[src/design/spm_pkg.sv]
package spm_pkg;

  // ------------------------------------------------------------
  // Widths and reset values
  // ------------------------------------------------------------
  localparam int unsigned BYTE_W    = 8;
  localparam int unsigned CNT_W     = 8;
  localparam int unsigned EDGE_W    = 4;
  localparam logic [3:0]  LAST_EDGE = 4'hF;
  localparam logic [7:0]  BYTE_RST  = 8'h00;
  localparam logic [7:0]  CNT_RST   = 8'h00;
  localparam logic [3:0]  EDGE_RST  = 4'h0;
  localparam logic        SS_IDLE   = 1'b1;

  // ------------------------------------------------------------
  // Carriers
  // ------------------------------------------------------------
  typedef struct packed {
    logic [7:0] half_div;
    logic       cpol;
    logic       cpha;
    logic [7:0] ss_delay;
    logic       rx_keep;
    logic       slave_sel;
  } spm_cfg_t;

  typedef struct packed {
    logic [7:0] data;
    logic       last;
  } spm_tx_t;

  typedef enum logic [2:0] {
    ST_IDLE,
    ST_DELAY,
    ST_SHIFT,
    ST_HOLD,
    ST_END
  } spm_state_t;

endpackage

[src/design/spm_buf.sv]
`timescale 1ns/1ps
`default_nettype none

module spm_buf (
  input  wire logic       ref_clk_i,
  input  wire logic       srst_i,
  input  wire logic       ce_i,
  input  wire logic       in_valid_i,
  input  wire logic [7:0] in_data_i,
  output logic            in_ready_o,
  output logic            out_valid_o,
  output logic [7:0]      out_data_o,
  input  wire logic       out_ready_i
);

  logic       v0;
  logic       v1;
  logic [7:0] d0;
  logic [7:0] d1;
  wire        push;
  wire        pop;

  // ------------------------------------------------------------
  // Handshakes
  // ------------------------------------------------------------
  assign in_ready_o  = ~v1;
  assign out_valid_o = v0;
  assign out_data_o  = d0;
  assign push        = in_valid_i & ~v1;
  assign pop         = v0 & out_ready_i;

  // ------------------------------------------------------------
  // Two entries, head always presented
  // ------------------------------------------------------------
  always_ff @(posedge ref_clk_i)
  begin
    if (srst_i)
    begin
      v0 <= 1'b0;
      v1 <= 1'b0;
      d0 <= spm_pkg::BYTE_RST;
      d1 <= spm_pkg::BYTE_RST;
    end
    else if (ce_i)
    begin
      if (pop && push)
      begin
        if (v1)
        begin
          d0 <= d1;
          d1 <= in_data_i;
        end
        else
        begin
          d0 <= in_data_i;
        end
      end
      else if (pop)
      begin
        d0 <= d1;
        v0 <= v1;
        v1 <= 1'b0;
      end
      else if (push)
      begin
        if (!v0)
        begin
          d0 <= in_data_i;
          v0 <= 1'b1;
        end
        else
        begin
          d1 <= in_data_i;
          v1 <= 1'b1;
        end
      end
    end
  end

endmodule

`default_nettype wire

[src/design/spm_master.sv]
`timescale 1ns/1ps
`default_nettype none

module spm_master (
  input  wire logic             ref_clk_i,
  input  wire logic             srst_i,
  input  wire logic             ce_i,
  input  wire spm_pkg::spm_cfg_t cfg_i,
  input  wire logic             tx_valid_i,
  input  wire spm_pkg::spm_tx_t tx_i,
  output logic                  tx_ready_o,
  output logic                  rx_valid_o,
  output logic [7:0]            rx_data_o,
  input  wire logic             rx_ready_i,
  output logic                  tx_done_o,
  output logic                  rx_full_o,
  output logic                  busy_o,
  output logic                  sclk_o,
  output logic                  mosi_o,
  output logic                  ss0_n_o,
  output logic                  ss1_n_o,
  input  wire logic             miso_i
);

  spm_pkg::spm_state_t state;
  logic [7:0]          div_cnt;
  logic [7:0]          dly_cnt;
  logic [3:0]          edge_cnt;
  logic [7:0]          tx_sh;
  logic [7:0]          rx_sh;
  logic                last_q;
  logic                miso_m;
  logic                miso_s;
  logic                push;
  logic [7:0]          push_data;
  logic                buf_ready;

  // ------------------------------------------------------------
  // Edge classification
  // ------------------------------------------------------------
  function automatic logic is_sample(input logic [3:0] e, input logic cpha);
    is_sample = (e[0] == cpha);
  endfunction

  wire half_tick = (div_cnt == cfg_i.half_div);
  wire take      = tx_valid_i & tx_ready_o;
  wire sample_e  = half_tick & is_sample(edge_cnt, cfg_i.cpha);
  wire drive_e   = half_tick & ~is_sample(edge_cnt, cfg_i.cpha)
                   & (edge_cnt != spm_pkg::LAST_EDGE);
  wire byte_end  = half_tick & (edge_cnt == spm_pkg::LAST_EDGE);
  wire dly_done  = (dly_cnt >= cfg_i.ss_delay);

  // ------------------------------------------------------------
  // Incoming data synchroniser
  // ------------------------------------------------------------
  always_ff @(posedge ref_clk_i)
  begin
    if (srst_i)
    begin
      miso_m <= 1'b0;
      miso_s <= 1'b0;
    end
    else if (ce_i)
    begin
      miso_m <= miso_i;
      miso_s <= miso_m;
    end
  end

  // ------------------------------------------------------------
  // Receive buffer
  // ------------------------------------------------------------
  spm_buf u_rx_buf (
    .ref_clk_i   (ref_clk_i),
    .srst_i      (srst_i),
    .ce_i        (ce_i),
    .in_valid_i  (push),
    .in_data_i   (push_data),
    .in_ready_o  (buf_ready),
    .out_valid_o (rx_valid_o),
    .out_data_o  (rx_data_o),
    .out_ready_i (rx_ready_i)
  );

  // ------------------------------------------------------------
  // Transfer sequencer
  // ------------------------------------------------------------
  always_ff @(posedge ref_clk_i)
  begin
    if (srst_i)
    begin
      state      <= spm_pkg::ST_IDLE;
      div_cnt    <= spm_pkg::CNT_RST;
      dly_cnt    <= spm_pkg::CNT_RST;
      edge_cnt   <= spm_pkg::EDGE_RST;
      tx_sh      <= spm_pkg::BYTE_RST;
      rx_sh      <= spm_pkg::BYTE_RST;
      last_q     <= 1'b0;
      tx_ready_o <= 1'b0;
      tx_done_o  <= 1'b0;
      rx_full_o  <= 1'b0;
      busy_o     <= 1'b0;
      push       <= 1'b0;
      push_data  <= spm_pkg::BYTE_RST;
      sclk_o     <= 1'b0;
      mosi_o     <= 1'b0;
      ss0_n_o    <= spm_pkg::SS_IDLE;
      ss1_n_o    <= spm_pkg::SS_IDLE;
    end
    else if (ce_i)
    begin
      tx_ready_o <= 1'b0;
      tx_done_o  <= 1'b0;
      rx_full_o  <= 1'b0;
      push       <= 1'b0;
      unique case (state)
        spm_pkg::ST_IDLE:
        begin
          sclk_o <= cfg_i.cpol;
          busy_o <= 1'b0;
          if (take)
          begin
            ss0_n_o <= cfg_i.slave_sel;
            ss1_n_o <= ~cfg_i.slave_sel;
            tx_sh   <= tx_i.data;
            last_q  <= tx_i.last;
            dly_cnt <= spm_pkg::CNT_RST;
            busy_o  <= 1'b1;
            state   <= spm_pkg::ST_DELAY;
          end
          else
          begin
            tx_ready_o <= buf_ready;
          end
        end
        spm_pkg::ST_DELAY:
        begin
          dly_cnt <= dly_cnt + 8'h01;
          if (dly_done)
          begin
            div_cnt  <= spm_pkg::CNT_RST;
            edge_cnt <= spm_pkg::EDGE_RST;
            state    <= spm_pkg::ST_SHIFT;
            if (!cfg_i.cpha)
            begin
              mosi_o <= tx_sh[7];
              tx_sh  <= {tx_sh[6:0], 1'b0};
            end
          end
        end
        spm_pkg::ST_SHIFT:
        begin
          div_cnt <= half_tick ? spm_pkg::CNT_RST : div_cnt + 8'h01;
          if (half_tick)
          begin
            sclk_o   <= ~sclk_o;
            edge_cnt <= edge_cnt + 4'h1;
          end
          if (drive_e)
          begin
            mosi_o <= tx_sh[7];
            tx_sh  <= {tx_sh[6:0], 1'b0};
          end
          if (sample_e)
          begin
            rx_sh <= {rx_sh[6:0], miso_s};
          end
          if (byte_end)
          begin
            tx_done_o <= 1'b1;
            rx_full_o <= 1'b1;
            push      <= cfg_i.rx_keep;
            // Leading-edge sampling holds the whole byte already
            push_data <= cfg_i.cpha ? {rx_sh[6:0], miso_s} : rx_sh;
            state     <= last_q ? spm_pkg::ST_END : spm_pkg::ST_HOLD;
          end
        end
        spm_pkg::ST_HOLD:
        begin
          if (take)
          begin
            tx_sh    <= tx_i.data;
            last_q   <= tx_i.last;
            div_cnt  <= spm_pkg::CNT_RST;
            edge_cnt <= spm_pkg::EDGE_RST;
            state    <= spm_pkg::ST_SHIFT;
            if (!cfg_i.cpha)
            begin
              mosi_o <= tx_i.data[7];
              tx_sh  <= {tx_i.data[6:0], 1'b0};
            end
          end
          else
          begin
            tx_ready_o <= buf_ready & ~push;
          end
        end
        spm_pkg::ST_END:
        begin
          div_cnt <= div_cnt + 8'h01;
          if (half_tick)
          begin
            ss0_n_o <= spm_pkg::SS_IDLE;
            ss1_n_o <= spm_pkg::SS_IDLE;
            div_cnt <= spm_pkg::CNT_RST;
            state   <= spm_pkg::ST_IDLE;
          end
        end
        default:
        begin
          state <= spm_pkg::ST_IDLE;
        end
      endcase
    end
  end

endmodule

`default_nettype wire

[config.mk]
export PLATFORM = sky130hd
export DESIGN_NAME = spm_master
export DESIGN_NICKNAME = d
export VERILOG_FILES = /design/src/design/spm_pkg.sv /design/src/design/spm_buf.sv /design/src/design/spm_master.sv
export SDC_FILE = /design/constraint.sdc
export NUM_CORES = 1
export LEC_CHECK = 0
export BUFFER_PORTS_ARGS = -buffer_cell sky130_fd_sc_hd__buf_4
export CORE_ASPECT_RATIO = 1.2
export CORE_MARGIN = 4
export CORE_UTILIZATION = 55
export DETAILED_ROUTE_END_ITERATION = 12
export HOLD_SLACK_MARGIN = 0.05
export PLACE_DENSITY = 0.83
export SLEW_MARGIN = 20
export SYNTH_ARGS = -nofsm -noshare
export SYNTH_HDL_FRONTEND = slang
export SYNTH_SLANG_ARGS = --single-unit
[constraint.sdc]
create_clock -name ref_clk_i -period 3.8 [get_ports ref_clk_i]
set_clock_uncertainty 0.15 [all_clocks]
set_input_delay 0 -clock ref_clk_i [delete_from_list [all_inputs] [get_ports ref_clk_i]]
set_output_delay 0 -clock ref_clk_i [all_outputs]
set_load 0.02 [all_outputs]
## Word-level counts from Yosys, hierarchy flattened

Cells that the tools add are included.

| word-level totals | value |
|---|---|
| bits in writable memories | 0 |
| ROM bits | 0 |
| memories kept | 0 |
| register bits after elaboration | 76 |
| logic and storage cells | 151 |
| bits in latches | 0 |

| operators by class | value |
|---|---|
| mux-type cells | 60 |
| reductions and logical operators | 31 |
| divide/modulo/power cells | 0 |
| shifts and indexed selects | 0 |
| equal/unequal tests | 20 |
| add/sub/neg operators | 3 |
| multipliers | 0 |
| order comparisons | 1 |
| bitwise logic cells | 14 |

Operators by type and width:

| cell | number |
|---|---|
| 8-bit two-way mux | 20 |
| 8-bit one-hot mux with 4 select lines | 1 |
| 8-bit one-hot mux with 3 select lines | 1 |
| 1-bit two-way mux | 21 |
| 3-bit AND reduction | 7 |
| 2-bit != test, second input constant | 10 |
| 3-bit two-way mux | 6 |
| 8-bit by 1-bit adder with 8-bit output, second input constant | 2 |
| 8-bit one-hot mux with 2 select lines | 1 |
| 3-bit one-hot mux with 5 select lines | 1 |
| 7-bit AND reduction | 2 |
| 2-bit nonzero test | 7 |
| 4-bit two-way mux | 3 |
| 4-bit one-hot mux with 3 select lines | 1 |
| 4-bit AND reduction | 3 |
| 5-bit AND reduction | 2 |
| 3-bit nonzero test | 3 |
| 1-bit AND | 8 |
| 8-bit equality test | 1 |
| 8-bit >= comparator | 1 |
| 1-bit one-hot mux with 2 select lines | 4 |
| 3-bit by 2-bit equality test with 1-bit output, second input constant | 2 |
| 1-bit NOT | 6 |
| 6-bit AND reduction | 1 |
| other kinds (14) | 15 |

## Logic depth before layout (Yosys ltp)

| logic depth | value |
|---|---|
| depth after elaboration | 6 |
| mapped depth | 9 |
| mapped depth without buffers | 8 |

## By module

From an unflattened synthesis, not the netlist that was laid out.

| second synthesis, totals | value |
|---|---|
| cells, all modules | 490 |
| area, all modules | 4,181.5 um^2 |

By module, submodules not included:

| module | instances | area each (um^2) | seq. area each (um^2) | cells an instance |
|---|---|---|---|---|
| spm_master | 1 | 3,194.3 | 1,161.1 | 379 |
| spm_buf | 1 | 987.2 | 360.3 | 111 |

## Least setup slack after synthesis

No wires, ideal clock.

| timing path | value |
|---|---|
| path kind | register to register |
| start | register dly_cnt[0] |
| end | register tx_sh[7] |
| cell stages (with the launch flop) | 10 |
| setup slack | 1.568 ns |
| arrival time | 1.943 ns |
| cells stage by stage | dfxtp_1 inv_1 ha_1 nand2b_1 a2111oi_2 nor4_4 a2bb2oi_4 buf_6 a21oi_1 a311oi_2 |

| on the way | value |
|---|---|
| cells in the longest elaborated chain, start to end | 3 |

RTL lines:

| what | line | RTL |
|---|---|---|
| start, declared | spm_master.sv:27 | `logic [7:0] dly_cnt;` |
| start signal, assigned | spm_master.sv:94 | `dly_cnt <= spm_pkg::CNT_RST;` |
| start signal, assigned | spm_master.sv:127 | `dly_cnt <= spm_pkg::CNT_RST;` |
| start signal, assigned | spm_master.sv:138 | `dly_cnt <= dly_cnt + 8'h01;` |
| 8-bit >= comparator | spm_master.sv:51 | `wire dly_done = (dly_cnt >= cfg_i.ss_delay);` |
| 2-bit != test (no source line) | n/a |  |
| 7-bit AND reduction (no source line) | n/a |  |
| end signal, assigned | spm_master.sv:96 | `tx_sh <= spm_pkg::BYTE_RST;` |
| end signal, assigned | spm_master.sv:125 | `tx_sh <= tx_i.data;` |
| end signal, assigned | spm_master.sv:147 | `tx_sh <= {tx_sh[6:0], 1'b0};` |
| end, declared | spm_master.sv:29 | `logic [7:0] tx_sh;` |

Every way passes these cells.
A chain may end at the register's enable or synchronous reset.

## Final worst setup path

| timing path | value |
|---|---|
| start | register state[1] |
| end | register push |

| on the way | value |
|---|---|
| cells in the longest elaborated chain, start to end | 2 |

RTL lines:

| what | line | RTL |
|---|---|---|
| start, declared | spm_master.sv:25 | `spm_pkg::spm_state_t state;` |
| start signal, assigned | spm_master.sv:92 | `state <= spm_pkg::ST_IDLE;` |
| start signal, assigned | spm_master.sv:129 | `state <= spm_pkg::ST_DELAY;` |
| start signal, assigned | spm_master.sv:143 | `state <= spm_pkg::ST_SHIFT;` |
| 3-bit by 2-bit equality test with 1-bit output | spm_master.sv:116 | `unique case (state)` |
| 1-bit two-way mux | spm_master.sv:116 |  |
| end signal, assigned | spm_master.sv:172 | `push <= cfg_i.rx_keep;` |
| end, declared | spm_master.sv:34 | `logic push;` |

Every way passes these cells.

==> impl_results.md <==
- Fillcell total: 587
- Post-Synth XOR/XNOR Area: just over 3%
- Maximum vdd ir drop: ~0.27 mV
- CP bufs+invs: 2
- Most common cell after layout, fill and taps aside: nor2_1
- Root Buffer Master: clkbuf_8
- Outcome: finished clean
- Sink Count: 76
- Die Y-Extent: 104.2 um
- Hold Startpoint: cfg_i[15]
- Hold_ws: between 200 and 250 ps
- Largest net degree at the start of global routing: 76
- Post-synthesis cell count: 500
- Post-synthesis net count: about 550
- FFs w/ async S/R, synth: 0%
- Synth area leaders: dfxtp_1 (36%), mux2i_1 (9.9%), nor2_1 (6.7%)
- Synthesized-area fraction occupied by adder cells: roughly 3.8%
- Min cycle time layout: around 3400 ps
- Post-synth EDFFs: 0
- Hpwl dp: between 6000 and 7000 um
- Largest family of logic cells by synthesized area: simple AND/OR/NAND/NOR gates
- CP Max Fanout: 27
- Slowest Stage Delay on Critical Path: 630 ps
- Compound-gate portion of the synthesized area: between 20% and 30%
- DRT Pass-1 Iters: 5
- Worst skew pair latency: approximately 350 ps
- DR vias: roughly 3,900
- R2r endpoint: push
- Period utilization: between 80% and 90%
- Max Slew Vio Count: 0
- Fin. Hold Viols: 0
- Kind of cell adding the most delay to the critical path: simple AND/OR/NAND/NOR gates
- First-pass GRT wire length: about 17,000 um
- GP Congestion: ~0.96
- Relative slew margins: 32.42%
- Final std cell area, no fill: roughly 0.0050 mm^2
- Worst path most repeated cell: dlygate4sd3_1
- Post-synthesis mux area share: roughly 10%
- Hold Path Class: primary input to register
- Setup Total Neg Slack: 0 ps
- Max cap viols: 0
- Initial antenna violation count: 0
- Number of global-route vias before repair: between 3,000 and 4,000
- CTS H-tree lvls: 3
- CP Capture Type: register
- CP cell instances: nand2b_1, nor2_2, and4_1, a22oi_1, dlygate4sd3_1, nor2_1, dlygate4sd3_1
- CTS Buffer Depth: 2
- Final WL: between 9000 and 10,000 um
- Leading cell types in the layout, fill and taps excluded: nor2_1 (76), dfxtp_1 (75), buf_4 (54)
- Placed cell areas: about 0.0046 mm^2
- Total GRT Usage: around 22%
- Logic depth of the worst path, buffers included: 7
- Layout Utilization: 68.62%
- Crit. Startpoint: state[1]
- Simple-Gate Fraction of Synth Area: a little over a fifth
- Achievable clock frequency: 294.8 MHz
- Worst-path cell with the longest stage delay: and4_1
- Num ports: 52
- R2r setup slk: between 400 and 500 ps
- Yosys Warn Count: 0
- Reg clk slew, reported paths: approximately 90 ps
- Final antenna diode count: 0
- Reg2reg path depth: 7
- CP Launch Type: register
- DR vias/cell: 5.899
- Die Footprint: 0.009184 mm^2
- Starting Density: 57.62%
- Synth unique cells: 60
- Global route overflow: 0
- Worst endpoint required time: about 4000 ps
- CTS tree: yes
- Pwr dens: between 300 and 400 mW/mm^2
- Initial DRC count: 230
- Worst EP arrival: about 3500 ps
- Final count of negative-setup-slack endpoints: 0
- Top_reg_cell synth: dfxtp_1
- Avg WL per Cell: ~15 um
- DIE WIDTH: slightly below 90 um
- Post-synthesis register bit count: 76
- Worst-Margin Slew: 1012 ps
- CP Class: register to register
- Mapped Area: between 0.004 and 0.005 mm^2
- PortBufs: 51
- Unrepaired setup endpoints after global routing: no
- Synth area leader: dfxtp_1
- Syn Area/Cell: between 8 and 9 um^2
- Area Growth Syn to Fin: 19.09%
- Layout cells sized above 1: between 10% and 20%
- Reg2Reg Launch Point: state[1]
- Nets: approximately 600
- Drt drc: 0
- Worst Setup EP: push
- Pleak: 1.987 nW
- CTS Buf Count: 9
- Synth top area share: between 30% and 40%
- Antenna Violating Nets Remaining: 0
- Row Count: 34
- Sequential area share after synthesis: a little over a third
- Core ar.: between 0.007 and 0.008 mm^2
## how the worst min path moves through the flow
stage,to,cells past startpoint
2_1_floorplan,u_rx_buf.v1,1
3_3_place_gp,u_rx_buf.v1,2
3_5_place_dp,u_rx_buf.v1,2
4_1_cts,edge_cnt[3],7
5_1_grt,edge_cnt[3],7
6_report,edge_cnt[2],7
## final cells by class
type | instances | area (um^2) | share of cell area (%)
timing repair buffer | 78 | 645.6 | 12.78
tap | 90 | 112.6 | 2.230
clock inverter | 7 | 65.06 | 1.288
clock buffer | 9 | 123.9 | 2.453
multi-input combinational | 378 | 2520 | 49.90
inverter | 16 | 60.06 | 1.189
sequential | 76 | 1523 | 30.15
## per-stage QoR
step | std cells | setup slack, ps | total power, W
2_1_floorplan | 500 | 1568 | 0.0009444
5_1_grt | 654 | 196.1 | 0.001659
6_report | 654 | 407.8 | 0.001588
3_3_place_gp | 614 | 1147 | 0.0009949
4_1_cts | 654 | 179.5 | 0.001600
3_5_place_dp | 614 | 1073 | 0.001000
## metal layers
metal / vias to the layer above / wire length (um) / global-route usage, % / part of all wire (%)
li1: 1932 / - / - / -
met1: 1801 / 4383 / 30.02 / 46
met2: 106 / 4592 / 35.08 / 48
met3: 19 / 453 / 3.328 / 4.7
met4: 0 / 193 / 8.423 / 2.0
met5: - / 0 / 0 / 0
## logic make-up after synthesis
| family | count (synthesis) |
|---|---|
| compound gates | 124 |
| buf+inv | 46 |
| xor+xnor | 15 |
| flops | 76 |
| mux | 42 |
| simple gates | 184 |
| fa+ha+maj | 13 |
## worst min-delay path, cell delays in order
cell and delay, ps:
buf_4 80, xnor2_1 50, nand4_1 140, nor2_1 60, buf_4 170, nand4_1 90
a21oi_1 70
## sequential cells by signal, summed over array words and instances (netlist names)
| signal | cells |
|---|---|
| busy_o | 1 |
| div_cnt | 8 |
| dly_cnt | 8 |
| edge_cnt | 4 |
| last_q | 1 |
| miso_m | 1 |
| miso_s | 1 |
| mosi_o | 1 |
| push | 1 |
| push_data | 8 |
| rx_full_o | 1 |
| rx_sh | 8 |
| sclk_o | 1 |
| ss0_n_o | 1 |
| ss1_n_o | 1 |
| state | 3 |
| tx_ready_o | 1 |
| tx_sh | 8 |
| u_rx_buf.d1 | 8 |
| u_rx_buf.out_data_o | 8 |
| u_rx_buf.out_valid_o | 1 |
| u_rx_buf.v1 | 1 |
## cell usage after synthesis (all sizes together) (2+ instances only)
| cell type | n |
|---|---|
| dfxtp | 76 |
| o31ai | 3 |
| a21o | 3 |
| a31oi | 7 |
| o21ai | 22 |
| nor3b | 3 |
| or2 | 4 |
| inv | 15 |
| and3 | 7 |
| nor3 | 4 |
| a2111oi | 2 |
| a211oi | 22 |
| and4 | 3 |
| mux2i | 42 |
| nor2 | 78 |
| or3 | 4 |
| clkbuf | 17 |
| o32a | 2 |
| xor2 | 6 |
| a22o | 4 |
| nand2 | 25 |
| a221oi | 6 |
| buf | 13 |
| xnor2 | 9 |
| nand3 | 14 |
| nand2b | 17 |
| o22ai | 2 |
| a311oi | 9 |
| ha | 13 |
| a21oi | 33 |
| nor2b | 6 |
| nand3b | 6 |
| nand4 | 9 |
| and2 | 3 |
## report_power, final
part	internal, W	leakage (nW)	total [W]	switching [W]
Clock	0.000253	0.0943	0.000587	0.000334
Combinational	0.0000873	1.28	0.000184	0.0000965
Sequential	0.000806	0.614	0.000817	0.0000117
Total	0.00115	1.99	0.00159	0.000442
## timing repair
action,4_1_cts,5_1_grt
hold endpoints to repair,35,0
hold buffers,24,0
endpoints found under the setup margin,0,1
setup buffers,0,0
resized for setup,0,1
Power figures use the tool's default switching activity.
